==> config.mk <==
export PLATFORM = sky130hd
export DESIGN_NAME = dbw_bridge
export DESIGN_NICKNAME = d
export VERILOG_FILES = /design/src/dbw_pkg.sv /design/src/dbw_bridge.sv
export SDC_FILE = /design/constraint.sdc
export NUM_CORES = 1
export LEC_CHECK = 0
export BUFFER_PORTS_ARGS = -buffer_cell sky130_fd_sc_hd__buf_2
export CORE_MARGIN = 8
export CORE_UTILIZATION = 45
export DETAILED_ROUTE_END_ITERATION = 10
export HOLD_SLACK_MARGIN = 0.1
export PLACE_DENSITY = 0.69
export REMOVE_ABC_BUFFERS = 1
export SLEW_MARGIN = 20
export SYNTH_ARGS = -nofsm -noshare
export SYNTH_HDL_FRONTEND = slang
export SYNTH_SLANG_ARGS = --single-unit
==> constraint.sdc <==
create_clock -name ref_clk_i -period 5.9 [get_ports ref_clk_i]
set_clock_uncertainty 0.1 [all_clocks]
set_input_delay 0.885 -clock ref_clk_i [delete_from_list [all_inputs] [get_ports ref_clk_i]]
set_output_delay 0.885 -clock ref_clk_i [all_outputs]
set_load 0.02 [all_outputs]
==> src/dbw_pkg.sv <==
package dbw_pkg;
	localparam int CLK_NS = 25;
	localparam int ADDR_DLY_NS = 100;
	localparam int SETTLE_NS = 275;
	localparam int RD_DESKEW_NS = 175;
	localparam int PAR_WIN_NS = 125;
	localparam int ACK_TMO_NS = 1500;
	function automatic int ns2cyc(input int ns);
		return (ns + CLK_NS - 1) / CLK_NS;
	endfunction
	localparam int ADDR_DLY_CYC = ns2cyc(ADDR_DLY_NS);
	localparam int SETTLE_CYC = ns2cyc(SETTLE_NS);
	localparam int RD_DESKEW_CYC = ns2cyc(RD_DESKEW_NS);
	localparam int PAR_WIN_CYC = ns2cyc(PAR_WIN_NS);
	localparam int ACK_TMO_CYC = ns2cyc(ACK_TMO_NS);
	// host word fields, bit 0 is the most significant
	localparam int REG_SEL_LO = 0;
	localparam int REG_SEL_HI = 5;
	localparam int CTOD_BIT = 6;
	localparam int NORESP_BIT = 7;
	localparam int PARF_BIT = 8;
	localparam int STALE_BIT = 9;
	localparam int BLOCK_BIT = 10;
	localparam int DRSEL_LO = 15;
	localparam int DRSEL_HI = 17;
	localparam int CWP_LO = 18;
	localparam int CWP_HI = 29;
	localparam int PAR_LINE_BIT = 19;
	localparam int DATA_LO = 20;
	localparam int DATA_HI = 35;
	localparam int FN_LO = 30;
	localparam int FN_HI = 35;
	// drive register data fields
	localparam int GO_BIT = 0;
	localparam int FN_XFER_BIT = 5;
	localparam logic [5:0] CTL_REG_SEL = 6'h00;
	localparam logic [5:0] XFER_CMD_ADDR = 6'h20;
	localparam logic [5:0] FN_WRITE_GO = 6'h31;
	localparam logic [0:35] WORD_RST = 36'h0;
	localparam logic [1:0] FIFO_DEPTH = 2'h2;
	typedef enum logic [2:0] {
		AC_IDLE, AC_ADDR_DLY, AC_SETTLE, AC_WAIT_ACK, AC_RD_DESKEW, AC_PARITY
	} dbw_acc_state_t;
	typedef struct packed {
		logic busy;
		logic wpulse;
		logic ack;
		logic attached;
		logic sclk;
		logic blk_end;
		logic par;
		logic [15:0] ddata;
		logic [0:35] fdata;
	} dbw_pins_t;
	typedef struct packed {
		logic [5:0] sel;
		logic ctod;
		logic [2:0] drv;
		logic [15:0] data;
	} dbw_ctl_t;
endpackage

==> src/dbw_bridge.sv <==
module dbw_bridge import dbw_pkg::*; (
	input wire logic ref_clk_i,
	input wire logic srst_i,
	input wire logic io_out_i,
	input wire logic io_in_i,
	input wire logic [5:0] io_addr_i,
	input wire logic [0:35] io_data_i,
	output logic [0:35] io_rdata_o,
	output logic access_collision_o,
	output logic busy_o,
	output logic done_o,
	output logic feeder_start_request_o,
	output logic controller_word_pulse_o,
	output logic [11:0] first_control_word_pointer_o,
	input wire dbw_pins_t pins_i,
	output dbw_ctl_t drv_ctl_o,
	output logic cycle_strobe_o,
	output logic ctl_data_oe_o,
	output logic run_o,
	output logic write_echo_o,
	output logic [17:0] wdata_o,
	output logic wdata_oe_o
);

	function automatic logic [15:0] word_data(input logic [0:35] w);
		return w[DATA_LO:DATA_HI];
	endfunction

	function automatic logic is_acc_addr(input logic [5:0] a);
		return a < XFER_CMD_ADDR;
	endfunction

	// ---------------------------------------------
	// pin synchronisers and edge detection
	// ---------------------------------------------
	dbw_pins_t pins_m_r;
	dbw_pins_t pins_s_r;
	logic busy_d_r;
	logic wpulse_d_r;
	logic ack_d_r;
	logic sclk_d_r;
	logic blk_end_d_r;

	always_ff @(posedge ref_clk_i) begin
		if (srst_i) begin
			pins_m_r <= '0;
			pins_s_r <= '0;
		end else begin
			pins_m_r <= pins_i;
			pins_s_r <= pins_m_r;
		end
	end

	always_ff @(posedge ref_clk_i) begin
		if (srst_i) begin
			busy_d_r <= 1'b0;
			wpulse_d_r <= 1'b0;
			ack_d_r <= 1'b0;
			sclk_d_r <= 1'b0;
			blk_end_d_r <= 1'b0;
		end else begin
			busy_d_r <= pins_s_r.busy;
			wpulse_d_r <= pins_s_r.wpulse;
			ack_d_r <= pins_s_r.ack;
			sclk_d_r <= pins_s_r.sclk;
			blk_end_d_r <= pins_s_r.blk_end;
		end
	end

	logic busy_rise;
	logic busy_fall;
	logic wpulse_rise;
	logic ack_rise;
	logic sclk_rise;
	logic blk_end_rise;
	assign busy_rise = pins_s_r.busy & ~busy_d_r;
	assign busy_fall = ~pins_s_r.busy & busy_d_r;
	assign wpulse_rise = pins_s_r.wpulse & ~wpulse_d_r;
	assign ack_rise = pins_s_r.ack & ~ack_d_r;
	assign sclk_rise = pins_s_r.sclk & ~sclk_d_r;
	assign blk_end_rise = pins_s_r.blk_end & ~blk_end_d_r;

	// ---------------------------------------------
	// register access sequencer
	// ---------------------------------------------
	dbw_acc_state_t acc_state_r;
	logic [5:0] cnt_r;
	logic acc_rd_r;
	logic ctl_cyc_r;
	logic ctl_req_r;
	logic [0:35] pend_r;
	logic cyc_in_flight_r;
	logic acc_req;
	logic acc_accept;
	logic ctl_start;
	logic addr_load;
	logic read_data_load;
	logic cycle_end;
	logic ack_tmo;
	logic blocked_fn;
	logic cnt_zero;
	logic [15:0] pend_data;

	assign cnt_zero = cnt_r == 6'h00;
	assign pend_data = word_data(pend_r);
	assign acc_req = io_out_i && is_acc_addr(io_addr_i);
	assign acc_accept = acc_req && acc_state_r == AC_IDLE;
	assign ctl_start = ctl_req_r && acc_state_r == AC_IDLE && !acc_accept;
	assign addr_load = acc_state_r == AC_ADDR_DLY && cnt_zero;
	assign read_data_load = acc_state_r == AC_RD_DESKEW && cnt_zero;
	assign ack_tmo = acc_state_r == AC_WAIT_ACK && cnt_zero && !ack_rise;
	assign cycle_end = (acc_state_r == AC_WAIT_ACK && ((ack_rise && !acc_rd_r) || ack_tmo))
		|| (acc_state_r == AC_PARITY && cnt_zero);
	assign blocked_fn = pend_r[CTOD_BIT] && pend_r[REG_SEL_LO:REG_SEL_HI] == CTL_REG_SEL
		&& pend_data[FN_XFER_BIT];

	always_ff @(posedge ref_clk_i) begin
		if (srst_i) begin
			pend_r <= WORD_RST;
		end else if (acc_accept) begin
			pend_r <= io_data_i;
		end
	end

	always_ff @(posedge ref_clk_i) begin
		if (srst_i) begin
			acc_state_r <= AC_IDLE;
			cnt_r <= 6'h00;
			acc_rd_r <= 1'b0;
			ctl_cyc_r <= 1'b0;
		end else begin
			case (acc_state_r)
				AC_IDLE: begin
					if (acc_accept) begin
						acc_state_r <= AC_ADDR_DLY;
						cnt_r <= 6'(ADDR_DLY_CYC - 1);
						ctl_cyc_r <= 1'b0;
					end else if (ctl_start) begin
						acc_state_r <= AC_SETTLE;
						cnt_r <= 6'(SETTLE_CYC - 1);
						ctl_cyc_r <= 1'b1;
						acc_rd_r <= 1'b0;
					end
				end
				AC_ADDR_DLY: begin
					if (cnt_zero) begin
						acc_state_r <= AC_SETTLE;
						cnt_r <= 6'(SETTLE_CYC - 1);
						acc_rd_r <= ~pend_r[CTOD_BIT];
					end else begin
						cnt_r <= cnt_r - 6'h01;
					end
				end
				AC_SETTLE: begin
					if (cnt_zero) begin
						acc_state_r <= AC_WAIT_ACK;
						cnt_r <= 6'(ACK_TMO_CYC - 1);
					end else begin
						cnt_r <= cnt_r - 6'h01;
					end
				end
				AC_WAIT_ACK: begin
					if (ack_rise && acc_rd_r) begin
						acc_state_r <= AC_RD_DESKEW;
						cnt_r <= 6'(RD_DESKEW_CYC - 1);
					end else if (ack_rise || cnt_zero) begin
						acc_state_r <= AC_IDLE;
					end else begin
						cnt_r <= cnt_r - 6'h01;
					end
				end
				AC_RD_DESKEW: begin
					if (cnt_zero) begin
						acc_state_r <= AC_PARITY;
						cnt_r <= 6'(PAR_WIN_CYC - 1);
					end else begin
						cnt_r <= cnt_r - 6'h01;
					end
				end
				AC_PARITY: begin
					if (cnt_zero) begin
						acc_state_r <= AC_IDLE;
					end else begin
						cnt_r <= cnt_r - 6'h01;
					end
				end
				default: begin
					acc_state_r <= AC_IDLE;
				end
			endcase
		end
	end

	// cycle flags and drive control bus
	logic strobe_r;
	dbw_ctl_t ctl_r;
	logic [0:35] xcmd_r;

	always_ff @(posedge ref_clk_i) begin
		if (srst_i) begin
			cyc_in_flight_r <= 1'b0;
			strobe_r <= 1'b0;
		end else begin
			if (addr_load || ctl_start) begin
				cyc_in_flight_r <= 1'b1;
			end else if (cycle_end) begin
				cyc_in_flight_r <= 1'b0;
			end
			if (acc_state_r == AC_SETTLE && cnt_zero) begin
				strobe_r <= 1'b1;
			end else if (cycle_end) begin
				strobe_r <= 1'b0;
			end
		end
	end

	always_ff @(posedge ref_clk_i) begin
		if (srst_i) begin
			ctl_r <= '0;
		end else if (addr_load) begin
			ctl_r.sel <= pend_r[REG_SEL_LO:REG_SEL_HI];
			ctl_r.ctod <= pend_r[CTOD_BIT];
			ctl_r.drv <= pend_r[DRSEL_LO:DRSEL_HI];
			ctl_r.data <= word_data(pend_r);
			if (blocked_fn) begin
				ctl_r.data[GO_BIT] <= 1'b0;
			end
		end else if (ctl_start) begin
			ctl_r.sel <= CTL_REG_SEL;
			ctl_r.ctod <= 1'b1;
			ctl_r.drv <= xcmd_r[DRSEL_LO:DRSEL_HI];
			ctl_r.data <= {10'h000, xcmd_r[FN_LO:FN_HI]};
		end
	end

	// ---------------------------------------------
	// access buffer and status flags
	// ---------------------------------------------
	logic [0:35] dab_r;
	logic [0:35] dab_view;
	logic collision_r;
	logic noresp_r;
	logic parf_r;
	logic stale_r;
	logic block_r;

	always_ff @(posedge ref_clk_i) begin
		if (srst_i) begin
			dab_r <= WORD_RST;
		end else if (addr_load) begin
			dab_r[REG_SEL_LO:CTOD_BIT] <= pend_r[REG_SEL_LO:CTOD_BIT];
			dab_r[DRSEL_LO:DRSEL_HI] <= pend_r[DRSEL_LO:DRSEL_HI];
			dab_r[DATA_LO:DATA_HI] <= pend_r[DATA_LO:DATA_HI];
		end else if (read_data_load) begin
			dab_r[DATA_LO:DATA_HI] <= pins_s_r.ddata;
			dab_r[PAR_LINE_BIT] <= pins_s_r.par;
		end
	end

	always_ff @(posedge ref_clk_i) begin
		if (srst_i) begin
			collision_r <= 1'b0;
			noresp_r <= 1'b0;
			parf_r <= 1'b0;
			stale_r <= 1'b0;
			block_r <= 1'b0;
		end else begin
			if (acc_req && acc_state_r != AC_IDLE) begin
				collision_r <= 1'b1;
			end else if (acc_accept) begin
				collision_r <= 1'b0;
			end
			if (ack_tmo) begin
				noresp_r <= 1'b1;
			end else if (acc_accept) begin
				noresp_r <= 1'b0;
			end
			if (acc_state_r == AC_PARITY && cnt_zero
				&& !(^{dab_r[DATA_LO:DATA_HI], dab_r[PAR_LINE_BIT]})) begin
				parf_r <= 1'b1;
			end else if (acc_accept) begin
				parf_r <= 1'b0;
			end
			if (io_in_i && is_acc_addr(io_addr_i) && acc_state_r != AC_IDLE) begin
				stale_r <= 1'b1;
			end else if (acc_accept) begin
				stale_r <= 1'b0;
			end
			if (addr_load && blocked_fn) begin
				block_r <= 1'b1;
			end else if (acc_accept) begin
				block_r <= 1'b0;
			end
		end
	end

	always_comb begin
		dab_view = dab_r;
		dab_view[NORESP_BIT] = noresp_r;
		dab_view[PARF_BIT] = parf_r;
		dab_view[STALE_BIT] = stale_r;
		dab_view[BLOCK_BIT] = block_r;
	end

	always_ff @(posedge ref_clk_i) begin
		if (srst_i) begin
			io_rdata_o <= WORD_RST;
		end else if (io_in_i) begin
			io_rdata_o <= (io_addr_i == XFER_CMD_ADDR) ? xcmd_r : dab_view;
		end
	end

	// ---------------------------------------------
	// transfer session control
	// ---------------------------------------------
	logic busy_r;
	logic done_r;
	logic pending_r;
	logic session_r;
	logic owned_r;
	logic first_seen_r;
	logic run_r;
	logic cwp_r;
	logic xcmd_load;
	logic fbuf_to_asm;
	logic xfer_cmd;

	assign xfer_cmd = io_out_i && io_addr_i == XFER_CMD_ADDR;
	assign xcmd_load = xfer_cmd && !busy_r;

	always_ff @(posedge ref_clk_i) begin
		if (srst_i) begin
			xcmd_r <= WORD_RST;
		end else if (xcmd_load) begin
			xcmd_r <= io_data_i;
		end
	end

	always_ff @(posedge ref_clk_i) begin
		if (srst_i) begin
			busy_r <= 1'b0;
			done_r <= 1'b0;
		end else if (blk_end_rise && busy_r) begin
			busy_r <= 1'b0;
			done_r <= 1'b1;
		end else if (xcmd_load) begin
			busy_r <= 1'b1;
			done_r <= 1'b0;
		end
	end

	always_ff @(posedge ref_clk_i) begin
		if (srst_i) begin
			pending_r <= 1'b0;
			session_r <= 1'b0;
			owned_r <= 1'b0;
		end else begin
			pending_r <= xcmd_load;
			if (pending_r) begin
				session_r <= 1'b1;
			end else if (busy_fall) begin
				session_r <= 1'b0;
			end
			if (busy_rise && session_r) begin
				owned_r <= 1'b1;
			end else if (busy_fall) begin
				owned_r <= 1'b0;
			end
		end
	end

	always_ff @(posedge ref_clk_i) begin
		if (srst_i) begin
			cwp_r <= 1'b0;
		end else begin
			cwp_r <= (busy_rise && session_r) || fbuf_to_asm;
		end
	end

	always_ff @(posedge ref_clk_i) begin
		if (srst_i) begin
			first_seen_r <= 1'b0;
			ctl_req_r <= 1'b0;
		end else begin
			if (wpulse_rise && owned_r && !first_seen_r) begin
				first_seen_r <= 1'b1;
				ctl_req_r <= 1'b1;
			end else begin
				if (xcmd_load) begin
					first_seen_r <= 1'b0;
				end
				if (ctl_start) begin
					ctl_req_r <= 1'b0;
				end
			end
		end
	end

	always_ff @(posedge ref_clk_i) begin
		if (srst_i) begin
			run_r <= 1'b0;
		end else if (acc_state_r == AC_WAIT_ACK && ack_rise && ctl_cyc_r) begin
			run_r <= 1'b1;
		end else if (blk_end_rise || xcmd_load) begin
			run_r <= 1'b0;
		end
	end

	// ---------------------------------------------
	// write data path
	// ---------------------------------------------
	logic [0:35] fbuf_r;
	logic fbuf_full_r;
	logic [0:35] asm_r;
	logic asm_full_r;
	logic asm_half_r;
	logic [17:0] fifo_mem_r [2];
	logic fifo_wp_r;
	logic fifo_rp_r;
	logic [1:0] fifo_cnt_r;
	logic push_valid;
	logic push_ready;
	logic pop_valid;
	logic pop_ready;
	logic [17:0] push_data;

	assign fbuf_to_asm = fbuf_full_r && !asm_full_r;
	assign push_valid = asm_full_r;
	assign push_ready = fifo_cnt_r != FIFO_DEPTH;
	assign push_data = asm_half_r ? asm_r[18:35] : asm_r[0:17];
	assign pop_valid = fifo_cnt_r != 2'h0;
	assign pop_ready = sclk_rise && run_r && pins_s_r.attached;

	always_ff @(posedge ref_clk_i) begin
		if (srst_i) begin
			fbuf_r <= WORD_RST;
			fbuf_full_r <= 1'b0;
		end else if (wpulse_rise && owned_r) begin
			fbuf_r <= pins_s_r.fdata;
			fbuf_full_r <= 1'b1;
		end else if (fbuf_to_asm) begin
			fbuf_full_r <= 1'b0;
		end
	end

	always_ff @(posedge ref_clk_i) begin
		if (srst_i) begin
			asm_r <= WORD_RST;
			asm_full_r <= 1'b0;
			asm_half_r <= 1'b0;
		end else if (fbuf_to_asm) begin
			asm_r <= fbuf_r;
			asm_full_r <= 1'b1;
			asm_half_r <= 1'b0;
		end else if (push_valid && push_ready) begin
			asm_half_r <= ~asm_half_r;
			asm_full_r <= ~asm_half_r;
		end
	end

	always_ff @(posedge ref_clk_i) begin
		if (srst_i) begin
			fifo_wp_r <= 1'b0;
			fifo_rp_r <= 1'b0;
			fifo_cnt_r <= 2'h0;
			wdata_o <= 18'h00000;
		end else begin
			if (push_valid && push_ready) begin
				fifo_mem_r[fifo_wp_r] <= push_data;
				fifo_wp_r <= ~fifo_wp_r;
			end
			if (pop_valid && pop_ready) begin
				wdata_o <= fifo_mem_r[fifo_rp_r];
				fifo_rp_r <= ~fifo_rp_r;
			end
			fifo_cnt_r <= fifo_cnt_r + 2'(push_valid && push_ready)
				- 2'(pop_valid && pop_ready);
		end
	end

	always_ff @(posedge ref_clk_i) begin
		if (srst_i) begin
			write_echo_o <= 1'b0;
		end else begin
			write_echo_o <= run_r && pins_s_r.sclk;
		end
	end

	// ---------------------------------------------
	// outputs
	// ---------------------------------------------
	assign access_collision_o = collision_r;
	assign busy_o = busy_r;
	assign done_o = done_r;
	assign feeder_start_request_o = session_r;
	assign controller_word_pulse_o = cwp_r;
	assign first_control_word_pointer_o = xcmd_r[CWP_LO:CWP_HI];
	assign drv_ctl_o = ctl_r;
	assign cycle_strobe_o = strobe_r;
	assign ctl_data_oe_o = cyc_in_flight_r && ctl_r.ctod;
	assign run_o = run_r;
	assign wdata_oe_o = run_r && pins_s_r.attached;
endmodule

* Word level (Yosys, flattened, before mapping)
Memories as Yosys holds them, arrays and structs flattened. A register that Yosys moved wholly into a read port is not among the register bits.
Index checks and enable logic that the tools add are counted.
** Storage, ports and cells
- Register bits :: 391
- RAM bits :: 36
- Input port bits :: 105
- Logic and storage cells :: 239
- Memories :: 1
** Memory list
- fifo_mem_r :: depth 2, width 18, read ports 1, clocked after memory_dff 1, wr ports 1, line dbw_bridge.sv:417 : logic [17:0] fifo_mem_r [2];
** Operators by class
- Add/subtract/negate cells :: 3
- Order comparisons :: 1
- Equal/unequal tests :: 17
- Muxes and demuxes :: 56
- Bitwise logic cells :: 17
- Reduce and logical (&&, ||, !) cells :: 82
** Operators by type and width (number)
- 26-bit 2-to-1 mux :: 2
- 6-bit 2-to-1 mux :: 8
- 2-bit nonzero test :: 20
- 1-bit logical AND :: 36
- 36-bit 2-to-1 mux :: 1
- 6-bit case mux with 6 select lines :: 1
- 16-bit 2-to-1 mux :: 2
- 1-bit 2-to-1 mux :: 31
- 3-bit 2-to-1 mux :: 8
- 18-bit 2-to-1 mux :: 1
- 3-bit case mux with 6 select lines :: 1
- 17-bit parity :: 1
- 2-bit != test (second input constant) :: 8
- 6-bit zero test :: 2
- 1-bit NOT :: 11
- 3-bit != test (second input constant) :: 3
- 4-bit AND reduction :: 2
- 1-bit zero test :: 7
- 1-bit bitwise AND :: 6
- 3-bit by 2-bit equality test with 1-bit output (second input constant) :: 2
- 3-bit equality test (second input constant) :: 2
- 6-bit equality test (second input constant) :: 1
- 1-bit logical OR :: 6
- 6-bit less-than comparator (second input constant) :: 1
- other kinds (11) :: 13

* Depth between registers and ports, before layout
- Depth after elaboration :: 9
- Depth in mapped cells :: 10
- Mapped depth without buffers :: 8

* Worst setup path before layout
OpenSTA, ideal clock, no wires.
- Kind :: input to register
- Start :: input port srst_i
- End :: memory fifo_mem_r[1][0] (enable)
- Library setup time :: 0.420 ns
- Data arrival time :: 2.891 ns
- Slack :: 2.489 ns
- Stages on the path :: 4
- Buffers on the path :: 3
- Cell sequence :: clkbuf_1 > clkbuf_1 > clkbuf_1 > nor3b_1
** Between the ends
- Longest elaborated chain between the ends :: 2
** RTL lines
- from (decl) :: line dbw_bridge.sv:3 : input wire logic srst_i,
- 1-bit 2-to-1 mux :: line dbw_bridge.sv:462 : if (srst_i) begin
- 1-bit 2-to-1 mux (implied by the code) :: line dbw_bridge.sv:469 : fifo_mem_r[fifo_wp_r] <= push_data;
- to (decl) :: line dbw_bridge.sv:417
Every way passes these cells.

* Worst setup path after layout
- Start :: register cnt_r[0]
- End :: register ctl_r (netlist bit drv_ctl_o[15])
** Between the ends
- Longest elaborated chain between the ends :: 3
- Elaborated cells on any way between the ends :: 4
- Classes of those cells :: mux: 1; reduce/logical: 3
** RTL lines
- from (decl) :: line dbw_bridge.sv:87 : logic [5:0] cnt_r;
- from (signal assigned) :: line dbw_bridge.sv:136 : cnt_r <= 6'(ADDR_DLY_CYC - 1);
- from (signal assigned) :: line dbw_bridge.sv:140 : cnt_r <= 6'(SETTLE_CYC - 1);
- from (signal assigned) :: line dbw_bridge.sv:148 : cnt_r <= 6'(SETTLE_CYC - 1);
- 6-bit zero test (*) :: line dbw_bridge.sv:104 : assign cnt_zero = cnt_r == 6'h00;
- 1-bit logical AND (*) :: line dbw_bridge.sv:109 : assign addr_load = acc_state_r == AC_ADDR_DLY && cnt_zero;
- 26-bit 2-to-1 mux or 2-bit nonzero test (tied branches)
- to (decl) :: line dbw_bridge.sv:196 : dbw_ctl_t ctl_r;
Every way passes the cells marked *; elsewhere a longest branch is shown, timed or not.
A chain may end at the register's enable or synchronous reset.

==> impl_metrics.json <==
{
  "synth_top_area_cell": "dfxtp_1",
  "vias_per_cell": 5.18,
  "die_w_um": 200,
  "grtUsageMet1": 0.220,
  "dpl.hpwl_mm": 23.0,
  "synth_area_leaders": "dfxtp_1 52%, nand2_1 7.7%, edfxtp_1 7.1%",
  "avgSynthCellArea_um2": 9.76,
  "maxSlewViolCount": 0,
  "first_pass_iters": 5,
  "rsz0062_at_grt": "false",
  "hold_path_depth": 1,
  "final_nets": 1822,
  "placed_area_um2": 16600,
  "cts_max_level": 2,
  "rr_worst_depth": 9,
  "ys_warn_count": 0,
  "cts_root_buf": "clkbuf_16",
  "grt_max_degree": 194,
  "rows": 67,
  "grt_pass1_vias": 11432,
  "worst_pin_slew_ns": 1.03,
  "ctsLongestPathBuffers": 3,
  "design.core.area_um2": 33400,
  "holdPathEnd": "pins_s_r[51]",
  "yosys_register_bits": 435,
  "synthesis.area_um2": 15300,
  "clock_latency_ns": 0.56,
  "max_clock_freq_mhz": 290,
  "setup_viol": 0,
  "synth_edf_count": 36,
  "r2r_start": "cnt_r[0]",
  "max_slew_margin": 0.315,
  "path_clk_slew_ns": 0.07,
  "grt_busiest_layer": "met2",
  "synth_cell_types": 60,
  "whs_ns": 0.329,
  "critPathRequiredTime_ns": 6.22,
  "synth_flop_cell": "dfxtp_1",
  "worst_hold_path_type": "reg -> reg",
  "status": "finished clean",
  "synthDominantCellAreaShare": 0.523,
  "cts_tree": "done",
  "crit_path_start_kind": "flop",
  "setup_tns_ns": 0,
  "peakVddDrop_mv": 0.236,
  "cts_sinks": 435,
  "critPathKind": "reg -> reg",
  "route.antenna.remaining_nets": 0,
  "ctsHoldBuffers": 0,
  "postCtsSetupRepairBufs": 0,
  "reg2reg_slack_ns": 2.46,
  "cts.repair.resized": 0,
  "start_util": 0.457,
  "wire_per_inst_um": 16.5,
  "fin_area_um2": 18000,
  "maxCapViolCount": 0,
  "drt_wl_total_mm": 36.3,
  "met3_usage": 0.0453,
  "ys_seq_area_frac": 0.594,
  "place.gp.congestion": 0.884,
  "cts_made_buffers": 45,
  "drc": 0,
  "syn_inst": 1564,
  "vias": 11376,
  "worstPathMaxFanout": 20,
  "n_antenna_cell": 0,
  "area_delta_synth_final_pct": 18.0,
  "period_share": 0.584,
  "critPathCaptureType": "flop",
  "power_density_nw_per_um2": 377,
  "hold_viol_final": 0,
  "met2_usage": 0.301,
  "fin_crit_ns": 3.44,
  "arrival_ns": 3.76,
  "r2r_end": "drv_ctl_o[15]",
  "drive_gt1_frac": 0.186,
  "synthArstFlopShare": 0,
  "grt_antenna_before_repair": 2,
  "fill_cells": 3010,
  "drt_iter0_drc": 535,
  "ios": 207,
  "port_buffers": 206,
  "grt-ovfl-total": 0,
  "dieArea_um2": 40100,
  "die_h_um": 200,
  "hp-start": "pins_m_r[51]",
  "p_leak_uw": 0.00681,
  "grt_pass1_wl_mm": 59.7,
  "track_usage": 0.177
}
## final cells by class
type	count	area, um2	share of cell area
sequential	435	9070	0.504
multi-input combinational	996	5710	0.317
clock buffer	71	1320	0.0731
timing repair buffer	225	1200	0.0664
tap	448	561	0.0311
clock inverter	12	116	0.00646
inverter	11	41.3	0.00229
## Yosys cell counts, drive strengths merged (2+ instances only)
cell type	n
dfxtp	399
nand2	314
a21oi	142
nor2b	129
nor2	98
clkbuf	94
a22o	36
edfxtp	36
mux2i	36
a211oi	34
a311oi	32
buf	28
mux2	19
xnor2	17
nor3	16
a22oi	15
nand2b	13
o21ai	12
inv	11
a31oi	8
nand3	6
a21o	5
and2	4
and3	4
nand3b	4
nor3b	4
o21a	4
a31o	3
and3b	3
ha	3
nor4	3
nor4b	3
or3	3
xor2	3
nand4	2
o32ai	2
or4	2
## per-layer routing
metal | up-vias | share of wire
li1 | 5605 | -
met1 | 5344 | 0.43
met2 | 358 | 0.48
met3 | 67 | 0.069
met4 | 2 | 0.022
met5 | - | 0.00036
## cells in the final DEF (no fill, tap or decap), drive strengths merged, types with 16 or more instances in the layout
cell    Yosys  layout
xnor2      17      17
a211oi     34      34
nand2     314     314
a22o       36      36
a311oi     32      32
nor2       98      98
buf        28     225
dfxtp     399     399
nor2b     129     129
edfxtp     36      36
nor3       16      16
mux2       19      19
mux2i      36      36
a21oi     142     142
clkbuf     94      71
## where the power goes
group	total, uW	switching [uW]	internal [uW]
clock	2740	1120	1620
sequential	3220	118	3110
combinational	834	512	322
## cells by family (layout without fill, tap and decap cells)
logic type / count (synthesis) / count (layout) / share of synthesized area
simple gates: 612 / 612 / 0.185
mux: 55 / 55 / 0.0376
fa+ha+maj: 3 / 3 / 0.00246
compound gates: 305 / 305 / 0.131
buf+inv: 133 / 319 / 0.0369
xor+xnor: 21 / 21 / 0.0129
flops: 435 / 435 / 0.594
## how the worst max path moves through the flow
stage               cells past startpoint  slack (ns)            end    startpoint
finish                                  9        2.46  drv_ctl_o[15]      cnt_r[0]
global route                            9        2.27   drv_ctl_o[8]      cnt_r[0]
CTS                                     9        2.52  drv_ctl_o[15]      cnt_r[0]
detailed placement                      7        2.45     xcmd_r[31]  io_addr_i[0]
global placement                        7        2.49     xcmd_r[27]  io_addr_i[0]
floorplan                               8        0.98  fifo_cnt_r[1]         run_o
## per-stage QoR
stage	total power, uW	utilization	std cells	setup slack [ns]
2_1_floorplan	3770	-	1442	0.981
3_3_place_gp	4090	0.496	2115	2.49
3_5_place_dp	4110	0.496	2115	2.45
4_1_cts	6860	0.538	2198	2.52
5_1_grt	7080	0.538	2198	2.27
6_report	6790	0.538	2198	2.46
## critical path: stages (launching register included)
cell and delay, ns:
dfxtp_1 0.35, inv_1 0.10, ha_1 0.25, or4b_1 0.68
nor3_4 0.83, buf_4 0.34, nor2_2 0.10, buf_4 0.28
a22oi_1 0.19, nor2_1 0.06
## state kept, by name (all words and copies together) (netlist names), 2 cells and up
signal	cells
fifo_mem_r	36
xcmd_r	36
asm_r	36
pins_s_r	59
pins_m_r	59
wdata_o	18
fbuf_r	36
fifo_cnt_r	2
acc_state_r	3
io_rdata_o	36
cnt_r	6
dab_r	27
pend_r	26
drv_ctl_o	26
Power figures use the tool's default switching activity.
